**config.mk**
```make
export PLATFORM = sky130hd
export DESIGN_NAME = cmd_dma
export DESIGN_NICKNAME = d
export VERILOG_FILES = /design/src/cmd_pkg.sv /design/src/cmd_dma.sv
export SDC_FILE = /design/constraint.sdc
export NUM_CORES = 1
export LEC_CHECK = 0
export ABC_AREA = 0
export BUFFER_PORTS_ARGS = -buffer_cell sky130_fd_sc_hd__buf_2
export CAP_MARGIN = 20
export CORE_MARGIN = 3
export CORE_UTILIZATION = 40
export CTS_CLUSTER_DIAMETER = 30
export DETAILED_ROUTE_END_ITERATION = 7
export SLEW_MARGIN = 20
export SYNTH_ARGS = -nofsm -noshare
export SYNTH_HDL_FRONTEND = slang
export SYNTH_SLANG_ARGS = --single-unit
```
**constraint.sdc**
```tcl
create_clock -name sys_clk -period 7.9 [get_ports sys_clk]
set_input_delay 0.79 -clock sys_clk [delete_from_list [all_inputs] [get_ports sys_clk]]
set_output_delay 0.79 -clock sys_clk [all_outputs]
set_load 0.05 [all_outputs]
```
**src/cmd_pkg.sv**
```systemverilog
// Purpose: constants for the message dma channels of the can controller
// Assumes: one clock, synchronous active-high reset
// Notes: offsets are byte addresses on the plain register port
// Contract
// - tx consumed pointer advances to one past each message sent successfully.
// - a send already underway still advances consumed pointer after disable.
// - tx consumed reaching tx produced after a send raises tx buffer drained event.
// - pointers and thresholds are message indices from base, range set by size.
// - tx consumed reaching tx threshold after a send sets threshold event.
// - rx control has enable at bit 0, read-only in-progress at bit 1.
// - bus error with abort set clears rx channel enable.
// - clearing rx enable never aborts a reception already underway.
// - buffer base held in bits 31..10, low ten bits read zero.
// - size bits 20..6 give size*4 slots, one slot always unused.
// - rx produced pointer advances to one past each message stored.
// - rx produced reaching rx threshold after a store sets threshold event.
// - id accepted when ((id xor code) and mask) is zero; mask resets ones.
// - events set pending bits; interrupt only from pending bits with mask set.
// - reading pending or masked pending view clears all pending bits.
// - writing pending register ors data in, forcing but never clearing.
// - ones written to pending clear register clear matching pending bits.
// - raw and masked status views read without clearing anything.
// - event bit positions 16 down to 0 as in the interrupt layout.
// - bus error with abort disables active channel, blocks bus until status read.
package cmd_pkg;
    // ----------------------------------------
    // register offsets
    // ----------------------------------------
    localparam logic [7:0] OFS_CONF = 8'h00;
    localparam logic [7:0] OFS_STAT = 8'h04;
    localparam logic [7:0] OFS_TX_CTRL = 8'h20;
    localparam logic [7:0] OFS_TX_BASE = 8'h24;
    localparam logic [7:0] OFS_TX_SIZE = 8'h28;
    localparam logic [7:0] OFS_TX_WR = 8'h2c;
    localparam logic [7:0] OFS_TX_RD = 8'h30;
    localparam logic [7:0] OFS_TX_THR = 8'h34;
    localparam logic [7:0] OFS_RX_CTRL = 8'h40;
    localparam logic [7:0] OFS_RX_BASE = 8'h44;
    localparam logic [7:0] OFS_RX_SIZE = 8'h48;
    localparam logic [7:0] OFS_RX_WR = 8'h4c;
    localparam logic [7:0] OFS_RX_RD = 8'h50;
    localparam logic [7:0] OFS_RX_THR = 8'h54;
    localparam logic [7:0] OFS_ACC_MASK = 8'h58;
    localparam logic [7:0] OFS_ACC_CODE = 8'h5c;
    localparam logic [7:0] OFS_IRQ_MSTAT = 8'h60;
    localparam logic [7:0] OFS_IRQ_MPEND = 8'h64;
    localparam logic [7:0] OFS_IRQ_STAT = 8'h68;
    localparam logic [7:0] OFS_IRQ_PEND = 8'h6c;
    localparam logic [7:0] OFS_IRQ_MASK = 8'h70;
    localparam logic [7:0] OFS_IRQ_CLR = 8'h74;
    // ----------------------------------------
    // field positions and reset values
    // ----------------------------------------
    localparam int PTR_LSB = 4;
    localparam int BASE_LSB = 10;
    localparam int SIZE_LSB = 6;
    localparam int MSG_SHIFT = 4;
    localparam int CTRL_EN_BIT = 0;
    localparam int CTRL_BUSY_BIT = 1;
    localparam int STAT_ACTIVE_BIT = 4;
    localparam int STAT_BLOCK_BIT = 3;
    localparam int STAT_OVR_BIT = 2;
    localparam logic [28:0] ACC_MASK_RST = 29'h1fffffff;
    localparam logic [28:0] ACC_CODE_RST = 29'h00000000;
    localparam logic [16:0] IRQ_MASK_RST = 17'h00000;
    // ----------------------------------------
    // event bit positions
    // ----------------------------------------
    localparam int EV_ARB_LOST = 16;
    localparam int EV_FILTERED = 15;
    localparam int EV_TX_ERRINC = 14;
    localparam int EV_RX_ERRINC = 13;
    localparam int EV_SYNC_TX = 12;
    localparam int EV_SYNC_RX = 11;
    localparam int EV_TX_DONE = 10;
    localparam int EV_RX_DONE = 9;
    localparam int EV_TX_DRAINED = 8;
    localparam int EV_RX_FILLED = 7;
    localparam int EV_TX_THR = 6;
    localparam int EV_RX_THR = 5;
    localparam int EV_TX_BUSERR = 4;
    localparam int EV_RX_BUSERR = 3;
    localparam int EV_OVERRUN = 2;
    localparam int EV_BUS_OFF = 1;
    localparam int EV_PASSIVE = 0;
endpackage : cmd_pkg

```
**src/cmd_dma.sv**
```systemverilog
// Purpose: transmit and receive message dma channels, acceptance filter, event registers
// Assumes: bus engine moves the four words of a message per mem_req and answers done or err
// Notes: rx has priority on the memory port; a fetched tx message is held for the core
module cmd_dma #(
    parameter int PTR_W = 16
) (
    input wire logic sys_clk,
    input wire logic srst,
    input wire logic [7:0] reg_addr,
    input wire logic [31:0] reg_wdata,
    input wire logic reg_wr,
    input wire logic reg_rd,
    output logic [31:0] reg_rdata,
    output logic mem_req,
    output logic mem_write,
    output logic [31:0] mem_addr,
    input wire logic mem_done,
    input wire logic mem_err,
    output logic tx_msg_valid,
    input wire logic tx_sent,
    input wire logic tx_lost,
    input wire logic rx_id_valid,
    input wire logic [28:0] rx_id,
    input wire logic sync_sent_event,
    input wire logic sync_received_event,
    input wire logic tx_err_inc,
    input wire logic rx_err_inc,
    input wire logic bus_off_event,
    input wire logic passive_event,
    output logic irq
);
    // ----------------------------------------
    // elaboration check
    // ----------------------------------------
    if (PTR_W != 16) begin : g_bad_ptr
        $error("cmd_dma: pointer field is 16 bits wide");
    end

    typedef enum logic [1:0] {TX_IDLE, TX_FETCH, TX_SEND} cmd_tx_st_t;
    typedef enum logic {RX_IDLE, RX_STORE} cmd_rx_st_t;

    cmd_tx_st_t tx_st_q;
    cmd_rx_st_t rx_st_q;
    logic conf_abort_q;
    logic blocked_q;
    logic overrun_q;
    logic tx_en_q;
    logic rx_en_q;
    logic [21:0] tx_base_q;
    logic [21:0] rx_base_q;
    logic [14:0] tx_size_q;
    logic [14:0] rx_size_q;
    logic [15:0] tx_wr_q;
    logic [15:0] tx_rd_q;
    logic [15:0] tx_thr_q;
    logic [15:0] rx_wr_q;
    logic [15:0] rx_rd_q;
    logic [15:0] rx_thr_q;
    logic [28:0] acc_mask_q;
    logic [28:0] acc_code_q;
    logic [16:0] pend_q;
    logic [16:0] imask_q;
    logic [31:0] rdata_q;

    // ----------------------------------------
    // pointer arithmetic
    // ----------------------------------------
    function automatic logic [15:0] nxt(input logic [15:0] p, input logic [14:0] sz);
        logic [16:0] last;
        last = {sz, 2'b00} - 17'h00001;
        return (p == last[15:0]) ? 16'h0000 : p + 16'h0001;
    endfunction : nxt

    wire [15:0] tx_rd_nx = nxt(tx_rd_q, tx_size_q);
    wire [15:0] rx_wr_nx = nxt(rx_wr_q, rx_size_q);
    wire [31:0] tx_msg_addr = {tx_base_q, 10'h000} + {12'h000, tx_rd_q, 4'h0};
    wire [31:0] rx_msg_addr = {rx_base_q, 10'h000} + {12'h000, rx_wr_q, 4'h0};

    // ----------------------------------------
    // register decode
    // ----------------------------------------
    wire wr_conf = reg_wr && reg_addr == cmd_pkg::OFS_CONF;
    wire wr_tx_ctrl = reg_wr && reg_addr == cmd_pkg::OFS_TX_CTRL;
    wire wr_tx_base = reg_wr && reg_addr == cmd_pkg::OFS_TX_BASE;
    wire wr_tx_size = reg_wr && reg_addr == cmd_pkg::OFS_TX_SIZE;
    wire wr_tx_wr = reg_wr && reg_addr == cmd_pkg::OFS_TX_WR;
    wire wr_tx_rd = reg_wr && reg_addr == cmd_pkg::OFS_TX_RD;
    wire wr_tx_thr = reg_wr && reg_addr == cmd_pkg::OFS_TX_THR;
    wire wr_rx_ctrl = reg_wr && reg_addr == cmd_pkg::OFS_RX_CTRL;
    wire wr_rx_base = reg_wr && reg_addr == cmd_pkg::OFS_RX_BASE;
    wire wr_rx_size = reg_wr && reg_addr == cmd_pkg::OFS_RX_SIZE;
    wire wr_rx_wr = reg_wr && reg_addr == cmd_pkg::OFS_RX_WR;
    wire wr_rx_rd = reg_wr && reg_addr == cmd_pkg::OFS_RX_RD;
    wire wr_rx_thr = reg_wr && reg_addr == cmd_pkg::OFS_RX_THR;
    wire wr_acc_mask = reg_wr && reg_addr == cmd_pkg::OFS_ACC_MASK;
    wire wr_acc_code = reg_wr && reg_addr == cmd_pkg::OFS_ACC_CODE;
    wire wr_pend = reg_wr && reg_addr == cmd_pkg::OFS_IRQ_PEND;
    wire wr_imask = reg_wr && reg_addr == cmd_pkg::OFS_IRQ_MASK;
    wire wr_pclr = reg_wr && reg_addr == cmd_pkg::OFS_IRQ_CLR;
    wire rd_stat = reg_rd && reg_addr == cmd_pkg::OFS_STAT;
    wire rd_pend_clr = reg_rd && (reg_addr == cmd_pkg::OFS_IRQ_PEND
                                  || reg_addr == cmd_pkg::OFS_IRQ_MPEND);
    wire [15:0] wptr = reg_wdata[cmd_pkg::PTR_LSB +: 16];

    // ----------------------------------------
    // memory port sharing
    // ----------------------------------------
    // rx wins the port: a received frame cannot wait, a pending send can
    wire rx_mem = rx_st_q == RX_STORE && !blocked_q;
    wire tx_mem = tx_st_q == TX_FETCH && rx_st_q != RX_STORE && !blocked_q;
    assign mem_req = rx_mem || tx_mem;
    assign mem_write = rx_mem;
    assign mem_addr = rx_mem ? rx_msg_addr : tx_msg_addr;
    wire rx_ok = rx_mem && mem_done;
    wire rx_bad = rx_mem && mem_err;
    wire tx_ok = tx_mem && mem_done;
    wire tx_bad = tx_mem && mem_err;
    wire abort_err = (rx_bad || tx_bad) && conf_abort_q;
    assign tx_msg_valid = tx_st_q == TX_SEND;

    // ----------------------------------------
    // channel conditions
    // ----------------------------------------
    wire tx_pending = tx_en_q && tx_rd_q != tx_wr_q && !blocked_q;
    wire tx_adv = tx_st_q == TX_SEND && tx_sent;
    wire acc_hit = ((rx_id ^ acc_code_q) & acc_mask_q) == 29'h00000000;
    wire rx_full = rx_wr_nx == rx_rd_q;
    wire rx_take = rx_id_valid && rx_en_q && acc_hit;
    wire rx_start = rx_take && rx_st_q == RX_IDLE && !rx_full;
    wire rx_ovr = rx_take && !rx_start;
    wire rx_miss = rx_id_valid && rx_en_q && !acc_hit;

    // ----------------------------------------
    // events
    // ----------------------------------------
    logic [16:0] ev;
    always_comb begin
        ev = 17'h00000;
        ev[cmd_pkg::EV_ARB_LOST] = tx_st_q == TX_SEND && tx_lost;
        ev[cmd_pkg::EV_FILTERED] = rx_miss;
        ev[cmd_pkg::EV_TX_ERRINC] = tx_err_inc;
        ev[cmd_pkg::EV_RX_ERRINC] = rx_err_inc;
        ev[cmd_pkg::EV_SYNC_TX] = sync_sent_event;
        ev[cmd_pkg::EV_SYNC_RX] = sync_received_event;
        ev[cmd_pkg::EV_TX_DONE] = tx_adv;
        ev[cmd_pkg::EV_RX_DONE] = rx_ok;
        ev[cmd_pkg::EV_TX_DRAINED] = tx_adv && tx_rd_nx == tx_wr_q;
        ev[cmd_pkg::EV_RX_FILLED] = rx_ok && nxt(rx_wr_nx, rx_size_q) == rx_rd_q;
        ev[cmd_pkg::EV_TX_THR] = tx_adv && tx_rd_nx == tx_thr_q;
        ev[cmd_pkg::EV_RX_THR] = rx_ok && rx_wr_nx == rx_thr_q;
        ev[cmd_pkg::EV_TX_BUSERR] = tx_bad;
        ev[cmd_pkg::EV_RX_BUSERR] = rx_bad;
        ev[cmd_pkg::EV_OVERRUN] = rx_ovr;
        ev[cmd_pkg::EV_BUS_OFF] = bus_off_event;
        ev[cmd_pkg::EV_PASSIVE] = passive_event;
    end

    // set wins over every clear
    wire [16:0] pend_clr = (rd_pend_clr ? 17'h1ffff : 17'h00000)
                         | (wr_pclr ? reg_wdata[16:0] : 17'h00000);
    wire [16:0] pend_set = ev | (wr_pend ? reg_wdata[16:0] : 17'h00000);
    wire [16:0] pend_d = (pend_q & ~pend_clr) | pend_set;
    assign irq = |(pend_q & imask_q);

    // ----------------------------------------
    // read mux
    // ----------------------------------------
    logic [31:0] rmux;
    always_comb begin
        rmux = 32'h00000000;
        unique case (reg_addr)
            cmd_pkg::OFS_CONF: rmux[0] = conf_abort_q;
            cmd_pkg::OFS_STAT: begin
                rmux[cmd_pkg::STAT_ACTIVE_BIT] = tx_st_q == TX_SEND;
                rmux[cmd_pkg::STAT_BLOCK_BIT] = blocked_q;
                rmux[cmd_pkg::STAT_OVR_BIT] = overrun_q;
            end
            cmd_pkg::OFS_TX_CTRL: begin
                rmux[cmd_pkg::CTRL_EN_BIT] = tx_en_q;
                rmux[cmd_pkg::CTRL_BUSY_BIT] = tx_st_q != TX_IDLE;
            end
            cmd_pkg::OFS_TX_BASE: rmux[31:cmd_pkg::BASE_LSB] = tx_base_q;
            cmd_pkg::OFS_TX_SIZE: rmux[cmd_pkg::SIZE_LSB +: 15] = tx_size_q;
            cmd_pkg::OFS_TX_WR: rmux[cmd_pkg::PTR_LSB +: 16] = tx_wr_q;
            cmd_pkg::OFS_TX_RD: rmux[cmd_pkg::PTR_LSB +: 16] = tx_rd_q;
            cmd_pkg::OFS_TX_THR: rmux[cmd_pkg::PTR_LSB +: 16] = tx_thr_q;
            cmd_pkg::OFS_RX_CTRL: begin
                rmux[cmd_pkg::CTRL_EN_BIT] = rx_en_q;
                rmux[cmd_pkg::CTRL_BUSY_BIT] = rx_st_q == RX_STORE;
            end
            cmd_pkg::OFS_RX_BASE: rmux[31:cmd_pkg::BASE_LSB] = rx_base_q;
            cmd_pkg::OFS_RX_SIZE: rmux[cmd_pkg::SIZE_LSB +: 15] = rx_size_q;
            cmd_pkg::OFS_RX_WR: rmux[cmd_pkg::PTR_LSB +: 16] = rx_wr_q;
            cmd_pkg::OFS_RX_RD: rmux[cmd_pkg::PTR_LSB +: 16] = rx_rd_q;
            cmd_pkg::OFS_RX_THR: rmux[cmd_pkg::PTR_LSB +: 16] = rx_thr_q;
            cmd_pkg::OFS_ACC_MASK: rmux[28:0] = acc_mask_q;
            cmd_pkg::OFS_ACC_CODE: rmux[28:0] = acc_code_q;
            cmd_pkg::OFS_IRQ_MSTAT, cmd_pkg::OFS_IRQ_MPEND: rmux[16:0] = pend_q & imask_q;
            cmd_pkg::OFS_IRQ_STAT, cmd_pkg::OFS_IRQ_PEND: rmux[16:0] = pend_q;
            cmd_pkg::OFS_IRQ_MASK: rmux[16:0] = imask_q;
            default: rmux = 32'h00000000;
        endcase
    end
    assign reg_rdata = rdata_q;

    // ----------------------------------------
    // bus slave and configuration
    // ----------------------------------------
    always_ff @(posedge sys_clk) begin
        if (srst) begin
            rdata_q <= 32'h00000000;
            conf_abort_q <= 1'b0;
            imask_q <= cmd_pkg::IRQ_MASK_RST;
            pend_q <= 17'h00000;
            acc_mask_q <= cmd_pkg::ACC_MASK_RST;
            acc_code_q <= cmd_pkg::ACC_CODE_RST;
        end else begin
            rdata_q <= reg_rd ? rmux : 32'h00000000;
            pend_q <= pend_d;
            if (wr_conf) conf_abort_q <= reg_wdata[0];
            if (wr_imask) imask_q <= reg_wdata[16:0];
            if (wr_acc_mask) acc_mask_q <= reg_wdata[28:0];
            if (wr_acc_code) acc_code_q <= reg_wdata[28:0];
        end
    end

    // status sticky bits: new cause wins over the clearing read
    always_ff @(posedge sys_clk) begin
        if (srst) begin
            blocked_q <= 1'b0;
            overrun_q <= 1'b0;
        end else begin
            blocked_q <= abort_err || (blocked_q && !rd_stat);
            overrun_q <= rx_ovr || (overrun_q && !rd_stat);
        end
    end

    // ----------------------------------------
    // transmit channel
    // ----------------------------------------
    always_ff @(posedge sys_clk) begin
        if (srst) begin
            tx_st_q <= TX_IDLE;
            tx_en_q <= 1'b0;
            tx_base_q <= 22'h000000;
            tx_size_q <= 15'h0000;
            tx_wr_q <= 16'h0000;
            tx_rd_q <= 16'h0000;
            tx_thr_q <= 16'h0000;
        end else begin
            if (wr_tx_ctrl) tx_en_q <= reg_wdata[cmd_pkg::CTRL_EN_BIT];
            if (tx_bad && conf_abort_q) tx_en_q <= 1'b0;
            if (wr_tx_base) tx_base_q <= reg_wdata[31:cmd_pkg::BASE_LSB];
            if (wr_tx_size) tx_size_q <= reg_wdata[cmd_pkg::SIZE_LSB +: 15];
            if (wr_tx_wr) tx_wr_q <= wptr;
            if (wr_tx_thr) tx_thr_q <= wptr;
            if (tx_adv) tx_rd_q <= tx_rd_nx;
            else if (wr_tx_rd) tx_rd_q <= wptr;
            unique case (tx_st_q)
                TX_IDLE: if (tx_pending) tx_st_q <= TX_FETCH;
                TX_FETCH: begin
                    if (tx_ok) tx_st_q <= TX_SEND;
                    else if (tx_bad) tx_st_q <= TX_IDLE;
                end
                // a held message keeps going after disable until sent or lost
                TX_SEND: if (tx_sent || tx_lost) tx_st_q <= TX_IDLE;
                default: tx_st_q <= TX_IDLE;
            endcase
        end
    end

    // ----------------------------------------
    // receive channel
    // ----------------------------------------
    always_ff @(posedge sys_clk) begin
        if (srst) begin
            rx_st_q <= RX_IDLE;
            rx_en_q <= 1'b0;
            rx_base_q <= 22'h000000;
            rx_size_q <= 15'h0000;
            rx_wr_q <= 16'h0000;
            rx_rd_q <= 16'h0000;
            rx_thr_q <= 16'h0000;
        end else begin
            if (wr_rx_ctrl) rx_en_q <= reg_wdata[cmd_pkg::CTRL_EN_BIT];
            if (abort_err) rx_en_q <= 1'b0;
            if (wr_rx_base) rx_base_q <= reg_wdata[31:cmd_pkg::BASE_LSB];
            if (wr_rx_size) rx_size_q <= reg_wdata[cmd_pkg::SIZE_LSB +: 15];
            if (wr_rx_rd) rx_rd_q <= wptr;
            if (wr_rx_thr) rx_thr_q <= wptr;
            if (rx_ok) rx_wr_q <= rx_wr_nx;
            else if (wr_rx_wr) rx_wr_q <= wptr;
            // store ignores the enable once started, so disabling never aborts it
            unique case (rx_st_q)
                RX_IDLE: if (rx_start) rx_st_q <= RX_STORE;
                RX_STORE: if (rx_ok || rx_bad) rx_st_q <= RX_IDLE;
                default: rx_st_q <= RX_IDLE;
            endcase
        end
    end
endmodule : cmd_dma

```
==> results by group <==
Clock network
  • Inserted Clock Buffers: 79
  • Clock transition at path regs: 0.05 ns
  • TritonCTS Sinks: 302
  • CTS resizes: 0
  • Post-CTS Hold Buffers: 0
  • Post-CTS Setup Inserts: 0
  • H-tree depth: 3
  • Clock root buffer: clkbuf_16
  • Maximum clock insertion buffer count: 3
  • Clock latency on the worst-skew pair: 0.63 ns
  • CTS tree: built

Setup path
  • Data arrival, critical path: 4.47 ns
  • Worst-path maximum fanout: 12
  • WS Path Type: flop to output port
  • FF-to-FF Start: rx_size_q[0]$_SDFFE_PP0P_
  • Crit. End Element: output port
  • Crit path to: mem_addr[28]
  • Max incr delay on CP: 0.65 ns
  • Kind of start point of the critical path: flop
  • CP Cell Sequence: inv_1 > fa_1 > nor2b_1 > o21ai_0 > a21boi_0 > o21ai_0 > a21boi_0 > o21ai_0 > a21boi_0 > o21ai_1 > a211oi_1 > xnor2_1 > mux2i_1 > buf_2
  • Worst path slowest cell: dfxtp_1
  • R2R Setup Slk: 2.99 ns
  • Worst EP required: 7.11 ns
  • Reg-to-reg critical path endpoint: pend_q[2]$_SDFF_PP0_
  • Path depth of the worst reg2reg path: 13
  • CP Launch Point: tx_rd_q[7]$_SDFFE_PP0P_

Outcome
  • Status: completed

Power
  • P_int: 3920 uW
  • Comb power frac: 3.1%
  • P per Cell Area: 223 nW/um^2
  • Sw Share: 23.3%
  • Clock power frac: 66.7%
  • Switch Pwr: 1190 uW
  • Sequential power share: 30.2%
  • VDD IR max: 189 uV
  • Leak: 0.00842 uW

STA
  • Worst slew pin tran: 1.24 ns
  • Post-layout min period: 5.26 ns
  • Achievable frequency: 0.190 GHz
  • Worst Skew: 0.0383 ns
  • Slew Limit Headroom: 17.3%
  • Setup TNS Final: 0 ns
  • Fin crit share: 66.5%
  • Slew Limit Fails: 0
  • Final hold viol count: 0
  • RSZ-0062 raised after global routing: false
  • Setup Viol. Count Final: 0

Floorplanning
  • I/O pin count: 152
  • Die W: 224 um
  • Num rows: 79
  • DIE HEIGHT: 224 um
  • Die area: 50000 sq um
  • Core footprint: 46700 sq um
  • Initial Util: 40.6%

GRT
  • Vias in the first global route: 19500
  • Largest net degree at the start of global routing: 171
  • First-pass GRT wire length: 132000 um
  • Gr usage total: 35.0%
  • Initial antenna violation count: 2
  • GRT Residual Overflow: 0

Yosys
  • Cells after synthesis: 2588
  • Most common cell in the netlist: nand2_1
  • Mean Syn Cell Area: 7.32 sq um
  • Synth area leaders: dfxtp_1, nand2_1, a21oi_1, xnor2_1, clkbuf_1
  • Cell Area, Synth: 18900 sq um
  • Register area share after synthesis: 31.9%
  • Ys Warns: 0
  • Async S/R FF share, synth: 0%
  • Synthesized flop and latch total: 302
  • Synth top cells by count: nand2_1, dfxtp_1, a21oi_1
  • Synth cell types: 86
  • Top cell type's share of synthesized area: 31.9%
  • Top_reg_cell synth: dfxtp_1
  • Cell taking the most area after synthesis: dfxtp_1
  • Post-synth EDFFs: 0

Drt
  • Via count: 20900
  • Final ANT Viol Nets: 0
  • Metal-1 WL: 36800 um
  • Top layer in use: met5
  • Total wire length: 90500 um
  • Via density: 6.28
  • Routed len/inst: 27.2 um
  • Residual DRC count: 0
  • DR pass1 iterations: 6
  • Initial DRC Count: 2733
  • Met3 WL: 10000 um
  • Metal2 WL: 38600 um

Place
  • Post-DP HPWL: 63900 um
  • DP Area: 20000 sq um
  • IO Port Bufs: 147
  • RePlAce Congestion: 0.989

Final layout
  • Final instance area: 22800 sq um
  • ANT cells: 0
  • Sequential cell area: 6050 sq um
  • Layout cells sized above 1: 13.3%
  • Final Net Count: 2763
  • Area Growth Syn to Fin: 20.6%
  • Multi-input logic area: 11900 sq um
  • Fillers: 4583
  • Core Util, Final: 49.0%

Run
  • Max cap viols: 0

Worst hold path
  • Worst Hold Class: input port to flop
area by class of cell:
type	instances	area share (%)
clock buffer	103	9.72
sequential	302	26.5
inverter	47	0.772
multi-input combinational	2029	52.2
tap	607	3.32
clock inverter	41	2.69
timing repair buffer	193	4.83
metrics by stage:
stage	worst slack, ns	instances	hold WS (ns)	power [uW]
2_1_floorplan	3.37	2591	0.421	1640
3_3_place_gp	3.20	3178	0.445	1720
3_5_place_dp	3.10	3178	0.451	1720
4_1_cts	2.68	3322	0.409	5120
5_1_grt	2.22	3322	0.429	5220
6_report	2.64	3322	0.429	5100
worst min-delay path by stage:
stage,from,cells after the start,to,slack [ns]
floorplan,tx_st_q[1]$_SDFFE_PP0P_,1,tx_st_q[0]$_SDFFE_PP0P_,0.42
global placement,tx_st_q[1]$_SDFFE_PP0P_,1,tx_st_q[0]$_SDFFE_PP0P_,0.45
detailed placement,rx_size_q[14]$_SDFFE_PP0P_,2,rx_size_q[14]$_SDFFE_PP0P_,0.45
CTS,sync_sent_event,3,pend_q[12]$_SDFF_PP0_,0.41
global route,sync_sent_event,3,pend_q[12]$_SDFF_PP0_,0.43
finish,sync_sent_event,3,pend_q[12]$_SDFF_PP0_,0.43
routing by layer:
layer	track usage (%)	vias up
li1	-	9303
met1	47.3	9950
met4	17.1	2
met3	9.06	269
met2	51.9	1337
met5	0	-
cells in the final DEF (no fill, tap or decap), types with 27 or more instances in the layout:
master,Yosys,final
dfxtp_1,302,302
a21oi_1,295,295
nand3b_1,35,35
buf_4,4,45
buf_2,10,146
a222oi_1,27,27
nand2_1,610,609
nor2_1,137,129
o21ai_0,45,45
nand3_1,66,66
nand4_1,32,32
a22oi_1,80,80
inv_1,47,47
nor3_1,38,36
clkbuf_16,0,81
and3_1,30,30
a211oi_1,27,27
a31oi_1,38,38
xor2_1,78,78
xnor2_1,131,131
logic make-up (layout without fill, tap and decap cells):
logic type	Yosys count	count (layout)	share of synthesized area (%)
mux	19	19	1.02
buf+inv	260	384	5.42
compound gates	665	665	22.8
other cells	1	4	0.0198
flops	302	302	31.9
simple gates	1101	1101	26.8
fa+ha+maj	27	27	1.86
xor+xnor	213	213	10.1
sequential cells by signal (all words and copies together), names as in the netlist, 17 cells and up:
name and flops:
reg_rdata 32, acc_code_q 29, acc_mask_q 29, rx_base_q 22, tx_base_q 22, imask_q 17
pend_q 17
power groups by stage:
stage / clock, uW / sequential [uW] / combinational, uW
2_1_floorplan: 0 / 1560 / 71.6
3_3_place_gp: 0 / 1570 / 151
3_5_place_dp: 0 / 1570 / 151
4_1_cts: 3430 / 1540 / 152
5_1_grt: 3520 / 1540 / 162
6_report: 3400 / 1540 / 157
worst max-delay path, delay by kind of cell, from the launching register on:
kind            cells  cell delay, ns
fa+ha+maj           1            0.47
xor+xnor            1            0.10
buf+inv             2            0.52
flops               1            0.65
simple gates        1            0.13
compound gates      8            1.78
mux                 1            0.19
(Power assumes the default switching activity.)
